<file path="config.mk">
export PLATFORM = sky130hd
export DESIGN_NAME = dsgsr_top
export DESIGN_NICKNAME = d
export VERILOG_FILES = /design/src/pkg/dsgsr_pkg.sv /design/src/verilog/dsgsr_top.sv
export SDC_FILE = /design/constraint.sdc
export NUM_CORES = 1
export LEC_CHECK = 0
export ABC_AREA = 1
export BUFFER_PORTS_ARGS = -buffer_cell sky130_fd_sc_hd__buf_2
export CAP_MARGIN = 0
export CORE_ASPECT_RATIO = 1.75
export CORE_MARGIN = 5
export CORE_UTILIZATION = 41
export CTS_CLUSTER_SIZE = 16
export DETAILED_ROUTE_END_ITERATION = 8
export PLACE_DENSITY_LB_ADDON = 0.08
export SLEW_MARGIN = 20
export SYNTH_ARGS = -nofsm -noshare
export SYNTH_HDL_FRONTEND = slang
export SYNTH_SLANG_ARGS = --single-unit
export TNS_END_PERCENT = 5
</file>
<file path="constraint.sdc">
create_clock -name pclk -period 1.6 [get_ports pclk]
set_clock_uncertainty 0.05 [all_clocks]
set_input_delay 0.32 -clock pclk [delete_from_list [all_inputs] [get_ports pclk]]
set_output_delay 0.32 -clock pclk [all_outputs]
set_load 0.02 [all_outputs]
</file>
<file path="src/pkg/dsgsr_pkg.sv">
// Constants and types for deep-sleep port gating and soft reset
package dsgsr_pkg;

    localparam int          ADDR_W           = 12;
    localparam int          DATA_W           = 32;
    localparam int          PORT_CNT         = 5;

    // Register offsets
    localparam logic [11:0] SOFT_RESET_0_OFF = 12'h040;
    localparam logic [11:0] DS_GATE_OFF      = 12'h128;
    localparam logic [11:0] IRQ_STATUS_OFF   = 12'h200;
    localparam logic [11:0] IRQ_ENABLE_OFF   = 12'h204;
    localparam logic [11:0] IRQ_CLEAR_OFF    = 12'h208;
    localparam logic [11:0] GATE_STATE_OFF   = 12'h20c;

    // Reset values and writable fields
    localparam logic [31:0] SOFT_RESET_0_RST = 32'h0000_0000;
    localparam logic [31:0] DS_GATE_RST      = 32'h0000_0000;
    localparam logic [31:0] SOFT_RESET_MASK  = 32'h0001_0008;
    localparam int          ADC0_RESET_BIT   = 16;
    localparam int          WATCHDOG_RST_BIT = 3;

    // Interrupt status layout
    localparam int          IRQ_W            = 2;
    localparam int          IRQ_FAULT_BIT    = 0;
    localparam int          IRQ_REFUSED_BIT  = 1;
    localparam logic [1:0]  IRQ_RST          = 2'h0;

    // Gate state register layout
    localparam int          STATE_ADC_BIT    = 8;
    localparam int          STATE_WDT_BIT    = 9;

    typedef enum logic [2:0] {
        PWR_RUN   = 3'b001,
        PWR_SLEEP = 3'b010,
        PWR_DEEP  = 3'b100
    } dsgsr_power_t;

    typedef enum logic [1:0] {
        BUS_IDLE   = 2'b01,
        BUS_ANSWER = 2'b10
    } dsgsr_bus_state_t;

    typedef struct packed {
        logic adc0;
        logic watchdog;
    } dsgsr_soft_reset_t;

endpackage

</file>
<file path="src/verilog/dsgsr_top.sv">
// Deep-sleep port clock gating and peripheral soft reset, APB slave
`timescale 1ns/1ps
module dsgsr_top #(
    parameter int NUM_PORTS = dsgsr_pkg::PORT_CNT
) (
    // Clock and reset
    input  wire logic                        pclk,
    input  wire logic                        presetn,
    // APB slave
    input  wire logic                        psel,
    input  wire logic                        penable,
    input  wire logic                        pwrite,
    input  wire logic [dsgsr_pkg::ADDR_W-1:0] paddr,
    input  wire logic [dsgsr_pkg::DATA_W-1:0] pwdata,
    output logic      [dsgsr_pkg::DATA_W-1:0] prdata,
    output logic                             pready,
    output logic                             pslverr,
    // Power state and companion settings
    input  wire dsgsr_pkg::dsgsr_power_t     power_state,
    input  wire logic                        auto_gating_select,
    input  wire logic [NUM_PORTS-1:0]        run_port_clock_gate,
    input  wire logic [NUM_PORTS-1:0]        sleep_port_clock_gate,
    input  wire logic [dsgsr_pkg::DATA_W-1:0] capability_mask_1,
    // Port access check
    input  wire logic                        port_access_valid,
    input  wire logic [NUM_PORTS-1:0]        port_access_sel,
    output logic                             port_bus_fault,
    // Clock enables, resets, interrupt
    output logic      [NUM_PORTS-1:0]        port_clk_en,
    output dsgsr_pkg::dsgsr_soft_reset_t     soft_reset,
    output logic                             irq
);

    // Soft reset bits the logic below serves
    localparam logic [dsgsr_pkg::DATA_W-1:0] RST_BITS =
        (dsgsr_pkg::DATA_W'(1'h1) << dsgsr_pkg::ADC0_RESET_BIT) |
        (dsgsr_pkg::DATA_W'(1'h1) << dsgsr_pkg::WATCHDOG_RST_BIT);

    generate
        if (NUM_PORTS < 1 || NUM_PORTS > dsgsr_pkg::PORT_CNT) begin : g_chk
            $error("NUM_PORTS must be 1 to 5");
        end

        // The package layout must match what the logic can serve
        if (dsgsr_pkg::ADC0_RESET_BIT >= dsgsr_pkg::DATA_W ||
            dsgsr_pkg::WATCHDOG_RST_BIT >= dsgsr_pkg::DATA_W) begin : g_chk_bit
            $error("Soft reset bits lie outside the data word");
        end

        if ((RST_BITS & ~dsgsr_pkg::SOFT_RESET_MASK) != '0 ||
            (dsgsr_pkg::SOFT_RESET_0_RST & ~RST_BITS) != '0) begin : g_chk_mask
            $error("Soft reset mask or reset value does not fit");
        end

        if ((dsgsr_pkg::DS_GATE_RST >> NUM_PORTS) != '0) begin : g_chk_gate
            $error("Gate reset value sets a reserved bit");
        end

        if (dsgsr_pkg::STATE_ADC_BIT < NUM_PORTS ||
            dsgsr_pkg::STATE_WDT_BIT >= dsgsr_pkg::DATA_W) begin : g_chk_state
            $error("Gate state fields overlap or overflow");
        end

        if (dsgsr_pkg::IRQ_FAULT_BIT >= dsgsr_pkg::IRQ_W ||
            dsgsr_pkg::IRQ_REFUSED_BIT >= dsgsr_pkg::IRQ_W) begin : g_chk_irq
            $error("Interrupt bits lie outside the status field");
        end

        if ($bits(dsgsr_pkg::DS_GATE_OFF) != dsgsr_pkg::ADDR_W ||
            dsgsr_pkg::IRQ_W > dsgsr_pkg::DATA_W) begin : g_chk_addr
            $error("Offsets or interrupt field do not fit the bus");
        end
    endgenerate

    dsgsr_pkg::dsgsr_bus_state_t      state_q;
    logic                             pready_q;
    logic                             pslverr_q;
    logic [dsgsr_pkg::DATA_W-1:0]     prdata_q;
    logic [dsgsr_pkg::DATA_W-1:0]     srst_q;
    logic [NUM_PORTS-1:0]             dsg_q;
    logic [dsgsr_pkg::IRQ_W-1:0]      irq_st_q;
    logic [dsgsr_pkg::IRQ_W-1:0]      irq_st_d;
    logic [dsgsr_pkg::IRQ_W-1:0]      irq_en_q;
    logic [dsgsr_pkg::IRQ_W-1:0]      irq_clr;
    logic [dsgsr_pkg::IRQ_W-1:0]      irq_set;
    logic                             irq_q;
    logic                             fault_q;
    logic [NUM_PORTS-1:0]             clk_en_q;
    logic [NUM_PORTS-1:0]             clk_en_d;
    dsgsr_pkg::dsgsr_soft_reset_t     srst_out_q;
    logic                             access_ph;
    logic                             commit;
    logic                             wr;
    logic [dsgsr_pkg::DATA_W-1:0]     cap_w;
    logic [dsgsr_pkg::DATA_W-1:0]     rd_val;
    logic                             refused;
    logic                             fault_ev;

    function automatic logic mapped(input logic [dsgsr_pkg::ADDR_W-1:0] a);
        mapped = (a == dsgsr_pkg::SOFT_RESET_0_OFF) ||
                 (a == dsgsr_pkg::DS_GATE_OFF)      ||
                 (a == dsgsr_pkg::IRQ_STATUS_OFF)   ||
                 (a == dsgsr_pkg::IRQ_ENABLE_OFF)   ||
                 (a == dsgsr_pkg::IRQ_CLEAR_OFF)    ||
                 (a == dsgsr_pkg::GATE_STATE_OFF);
    endfunction

    function automatic logic hit(input logic [dsgsr_pkg::ADDR_W-1:0] a,
                                 input logic [dsgsr_pkg::ADDR_W-1:0] off);
        hit = (a == off);
    endfunction

    assign access_ph = psel & penable;
    // Write and read complete at the edge where pready is seen high
    assign commit    = access_ph & pready_q;
    assign wr        = commit & pwrite & ~pslverr_q;

    // Bus handshake: one wait state, then answer
    always_ff @(posedge pclk or negedge presetn) begin
        if (!presetn) begin
            state_q <= dsgsr_pkg::BUS_IDLE;
        end else begin
            case (state_q)
                dsgsr_pkg::BUS_IDLE: begin
                    if (access_ph) begin
                        state_q <= dsgsr_pkg::BUS_ANSWER;
                    end
                end
                dsgsr_pkg::BUS_ANSWER: begin
                    state_q <= dsgsr_pkg::BUS_IDLE;
                end
                default: begin
                    state_q <= dsgsr_pkg::BUS_IDLE;
                end
            endcase
        end
    end

    // Ready pulses for one cycle after the first access edge
    always_ff @(posedge pclk or negedge presetn) begin
        if (!presetn) begin
            pready_q <= 1'b0;
        end else if (state_q == dsgsr_pkg::BUS_IDLE && access_ph) begin
            pready_q <= 1'b1;
        end else begin
            pready_q <= 1'b0;
        end
    end

    // Error rides with ready when the address is unmapped
    always_ff @(posedge pclk or negedge presetn) begin
        if (!presetn) begin
            pslverr_q <= 1'b0;
        end else if (state_q == dsgsr_pkg::BUS_IDLE && access_ph) begin
            pslverr_q <= ~mapped(paddr);
        end else begin
            pslverr_q <= 1'b0;
        end
    end

    // Read data stands only with ready, zero otherwise
    always_ff @(posedge pclk or negedge presetn) begin
        if (!presetn) begin
            prdata_q <= '0;
        end else if (state_q == dsgsr_pkg::BUS_IDLE && access_ph) begin
            prdata_q <= pwrite ? '0 : rd_val;
        end else begin
            prdata_q <= '0;
        end
    end

    // Read mux; reserved and write-only bits read as zero
    always_comb begin
        rd_val = '0;
        if (hit(paddr, dsgsr_pkg::SOFT_RESET_0_OFF)) begin
            rd_val = srst_q & dsgsr_pkg::SOFT_RESET_MASK;
        end else if (hit(paddr, dsgsr_pkg::DS_GATE_OFF)) begin
            rd_val = dsgsr_pkg::DATA_W'(dsg_q);
        end else if (hit(paddr, dsgsr_pkg::IRQ_STATUS_OFF)) begin
            rd_val = dsgsr_pkg::DATA_W'(irq_st_q);
        end else if (hit(paddr, dsgsr_pkg::IRQ_ENABLE_OFF)) begin
            rd_val = dsgsr_pkg::DATA_W'(irq_en_q);
        end else if (hit(paddr, dsgsr_pkg::GATE_STATE_OFF)) begin
            rd_val = dsgsr_pkg::DATA_W'(clk_en_q);
            rd_val[dsgsr_pkg::STATE_ADC_BIT] = srst_out_q.adc0;
            rd_val[dsgsr_pkg::STATE_WDT_BIT] = srst_out_q.watchdog;
        end
    end

    // Soft reset register, writes limited by the capability mask
    assign cap_w   = capability_mask_1 & dsgsr_pkg::SOFT_RESET_MASK;
    assign refused = wr & hit(paddr, dsgsr_pkg::SOFT_RESET_0_OFF) &
                     (|((pwdata ^ srst_q) & dsgsr_pkg::SOFT_RESET_MASK &
                        ~capability_mask_1));

    always_ff @(posedge pclk or negedge presetn) begin
        if (!presetn) begin
            srst_q <= dsgsr_pkg::SOFT_RESET_0_RST;
        end else if (wr && hit(paddr, dsgsr_pkg::SOFT_RESET_0_OFF)) begin
            srst_q <= (srst_q & ~cap_w) | (pwdata & cap_w);
        end
    end

    // Deep-sleep gate register, ports A..E in bits 0..4
    always_ff @(posedge pclk or negedge presetn) begin
        if (!presetn) begin
            dsg_q <= dsgsr_pkg::DS_GATE_RST[NUM_PORTS-1:0];
        end else if (wr && hit(paddr, dsgsr_pkg::DS_GATE_OFF)) begin
            dsg_q <= pwdata[NUM_PORTS-1:0];
        end
    end

    // Gate set chosen by power state
    always_comb begin
        clk_en_d = run_port_clock_gate;
        if (auto_gating_select) begin
            case (power_state)
                dsgsr_pkg::PWR_RUN:   clk_en_d = run_port_clock_gate;
                dsgsr_pkg::PWR_SLEEP: clk_en_d = sleep_port_clock_gate;
                dsgsr_pkg::PWR_DEEP:  clk_en_d = dsg_q;
                default:              clk_en_d = run_port_clock_gate;
            endcase
        end
    end

    always_ff @(posedge pclk or negedge presetn) begin
        if (!presetn) begin
            clk_en_q <= '0;
        end else begin
            clk_en_q <= clk_en_d;
        end
    end

    // Soft reset outputs follow the register bits
    always_ff @(posedge pclk or negedge presetn) begin
        if (!presetn) begin
            srst_out_q <= '0;
        end else begin
            srst_out_q.adc0     <= srst_q[dsgsr_pkg::ADC0_RESET_BIT];
            srst_out_q.watchdog <= srst_q[dsgsr_pkg::WATCHDOG_RST_BIT];
        end
    end

    // Access to an unclocked port faults
    assign fault_ev = port_access_valid & (|(port_access_sel & ~clk_en_q));

    always_ff @(posedge pclk or negedge presetn) begin
        if (!presetn) begin
            fault_q <= 1'b0;
        end else begin
            fault_q <= fault_ev;
        end
    end

    // Events raise status bits
    always_comb begin
        irq_set = '0;
        irq_set[dsgsr_pkg::IRQ_FAULT_BIT]   = fault_ev;
        irq_set[dsgsr_pkg::IRQ_REFUSED_BIT] = refused;
    end

    // Write one to clear
    always_comb begin
        irq_clr = '0;
        if (wr && hit(paddr, dsgsr_pkg::IRQ_CLEAR_OFF)) begin
            irq_clr = pwdata[dsgsr_pkg::IRQ_W-1:0];
        end
    end

    // A set in the clear cycle wins
    assign irq_st_d = irq_set | (irq_st_q & ~irq_clr);

    always_ff @(posedge pclk or negedge presetn) begin
        if (!presetn) begin
            irq_st_q <= dsgsr_pkg::IRQ_RST;
        end else begin
            irq_st_q <= irq_st_d;
        end
    end

    always_ff @(posedge pclk or negedge presetn) begin
        if (!presetn) begin
            irq_en_q <= dsgsr_pkg::IRQ_RST;
        end else if (wr && hit(paddr, dsgsr_pkg::IRQ_ENABLE_OFF)) begin
            irq_en_q <= pwdata[dsgsr_pkg::IRQ_W-1:0];
        end
    end

    always_ff @(posedge pclk or negedge presetn) begin
        if (!presetn) begin
            irq_q <= 1'b0;
        end else begin
            irq_q <= |(irq_st_q & irq_en_q);
        end
    end

    assign prdata         = prdata_q;
    assign pready         = pready_q;
    assign pslverr        = pslverr_q;
    assign port_bus_fault = fault_q;
    assign port_clk_en    = clk_en_q;
    assign soft_reset     = srst_out_q;
    assign irq            = irq_q;

endmodule
</file>
==> run_results.csv <==
group,metric,value,unit
status,outcome,"finished, final reports clean",
worst_setup_path,required,1.74,ns
clock_network,clock-root-buffer,"clkbuf_8",
die,die_height,101,um
worst_setup_path,rr_startpoint,"state_q[0]",
die,io-pin-count,144,
layout,area_growth,19.7,%
layout,instances_no_fill,366,
yosys,ys_warn_count,0,
timing,timing.setup.tns,0,ns
global_route,grt_pass1_vias,1651,
detailed_routing,vias_per_cell,4.63,
worst_setup_path,critPathMaxStageDelay,0.51,ns
clock_network,cts_tree,"built",
worst_setup_path,timing.rr.end,"prdata[3]",
detailed_routing,first_iter_violations,20,
detailed_routing,drt-wirelength-per-cell,12.6,um
placement,hpwl,3840,um
yosys,synth_cells,241,
worst_setup_path,start_kind,"flip-flop",
clock_network,path_clk_slew,0.06,ns
pwr,ir_drop,0.575,mV
worst_setup_path,end_kind,"flip-flop",
hold_path,min_path_type,"in2async",
worst_setup_path,critPathCapture,"prdata[3]",
pwr,power_leakage,1.28,nW
yosys,synth_top_area_frac,0.396,
global_route,antenna_found_initial,0,
timing,setup_viol,0,
clock_network,cts_setup_buffers,0,
layout,final_nets,415,
worst_setup_path,critical_path.slowest_cell,"dfstp_2",
clock_network,clock-sinks,32,
die,dieArea,6320,sq um
global_route,grt_max_degree,33,
yosys,synth_common_cells,"nand2_1, inv_1, dfrtp_1",
global_route,grt_usage,0.151,
timing,clock.fmax,0.677,GHz
yosys,synth-seq-cells,32,
yosys,yosysMostFrequentCell,"nand2_1",
worst_setup_path,crit_path_cell_trace,"inv_1, nor3_4, inv_2, nor2_4, o21ai_0, a21oi_1",
detailed_routing,wl,4590,um
yosys,yosysSeqAreaShare,0.409,
placement,gp_congestion,0.834,
worst_setup_path,cp_max_fo,6,
clock_network,clk_latency,0.28,ns
die,num_rows,33,
die,die_x,62.3,um
clock_network,hold_buffers,0,
pwr,p_per_area,714,nW/um^2
placement,placed_cells,359,
detailed_routing,drc,0,
yosys,synth_cell_types,30,
worst_setup_path,regToRegSetupSlack,0.12,ns
global_route,grt_pass1_wl,7560,um
placement,port-buffer-count,63,
die,start_util,0.420,
yosys,synthTopCellsByArea,"dfrtp_1, buf_4, nand2_1, inv_1, nand3_1",
yosys,syn_avg_cell_area,8.14,sq um
worst_setup_path,crit_arrival,1.62,ns
clock_network,numCtsBuffers,5,
global_route,globalRouteOverflowTotal,0,
clock_network,cts.path.max_buffers,2,
detailed_routing,first_pass_iters,4,
timing,slew_viol_final,0,
worst_setup_path,r2r_cells,6,
worst_setup_path,crit_type,"reg2reg",
detailed_routing,antenna_left,0,
yosys,synth_edf_count,0,
layout,multi_input_area,906,sq um
yosys,ys.flop_type,"dfrtp_1",
clock_network,cts_resized,0,
detailed_routing,vias,1693,
timing,rsz0062_at_grt,"false",
timing,min_period,1.48,ns
layout,drive_gt1_frac,0.341,
yosys,synthArstFlopShare,1.00,
layout,diodes,0,
timing,period_share,0.924,
layout,regArea,802,sq um
timing,hold_viol,0,
yosys,syn_area,1960,sq um
job,cap_violations,0,
clock_network,htreeDepth,2,
worst_setup_path,critPathLaunch,"state_q[0]",
die,core_area,4670,sq um
layout,nFillCells,519,
yosys,yosysTopAreaCell,"dfrtp_1",
==> worst min path at each step <==
stage            start                         end  slack [ns]  cells after the start
6_report       presetn                   prdata[8]       0.002                      2
5_1_grt        presetn                   prdata[8]        0.04                      2
4_1_cts        presetn                   prdata[8]        0.01                      2
3_5_place_dp   presetn                   prdata[8]        0.31                      2
3_3_place_gp   presetn                   prdata[8]        0.31                      2
2_1_floorplan  presetn  asynchronous set/reset pin       -0.03                      0
==> cells by family after synthesis <==
group,synth area share
other cells,0.00191
simple gates,0.325
buf+inv,0.173
compound gates,0.0862
flops,0.409
xor+xnor,0.00447
==> stage by stage <==
step	area, sq um	total power [mW]	hold WS, ns	setup WS (ns)	utilization
after CTS	2350	1.70	0.0115	0.113	0.503
after global routing	2350	1.76	0.0406	0.00289	0.503
final	2350	1.68	0.00198	0.122	0.503
after floorplan	2050	1.06	-0.0256	0.309	-
after detailed placement	2270	1.13	0.311	0.123	0.486
after global placement	2270	1.13	0.312	0.144	0.486
==> metal layers <==
layer	routed length (um)	GRT usage	up-vias
met1	1560	0.143	768
met2	2680	0.302	53
li1	-	-	866
met3	278	0.0388	6
met4	72	0.0539	0
met5	0	0	-
==> area by class of cell <==
| class | count | area share |
|---|---|---|
| clock inverters | 1 | 0.00213 |
| inverters | 38 | 0.0613 |
| multi-input cells | 169 | 0.386 |
| clock buffers | 6 | 0.0309 |
| repair buffers | 68 | 0.150 |
| flip-flops and latches | 32 | 0.342 |
| well taps | 52 | 0.0277 |
==> layout by cell type (no fill, tap or decap), drive strengths merged <==
| cell type | Yosys | routed |
|---|---|---|
| buf | 25 | 68 |
| nand2 | 52 | 52 |
| inv | 37 | 37 |
| dfrtp | 31 | 31 |
| nor2 | 25 | 25 |
| conb | 1 | 24 |
| nand3 | 24 | 24 |
| o21ai | 21 | 21 |
| nand4 | 7 | 7 |
| clkbuf | 0 | 6 |
| a21oi | 4 | 4 |
| nor3 | 4 | 4 |
| nor3b | 2 | 2 |
| clkinv | 1 | 2 |
| a22o | 2 | 2 |
| a21boi | 1 | 1 |
| nand3b | 1 | 1 |
| o211ai | 1 | 1 |
| xnor2 | 1 | 1 |
| dfstp | 1 | 1 |
==> where the power goes <==
part	switching (mW)	internal [mW]	total, mW	leakage (nW)
Combinational	0.190	0.0865	0.276	0.819
Sequential	0.0101	0.828	0.838	0.424
Clock	0.266	0.295	0.561	0.0410
==> critical path: cells and delay by family (launching register included) <==
kind | cells | cell delay (ns)
flops | 1 | 0.51
buf+inv | 2 | 0.14
compound gates | 2 | 0.29
simple gates | 2 | 0.40
==> state kept, by name, summed over array words and instances, names as in the netlist, named ones only <==
register        flops
dsg_q               5
irq                 1
irq_en_q            2
irq_st_q            2
port_bus_fault      1
port_clk_en         5
prdata              8
pready              1
pslverr             1
soft_reset          2
state_q             2
No activity file was read; power rests on OpenSTA's default activity.
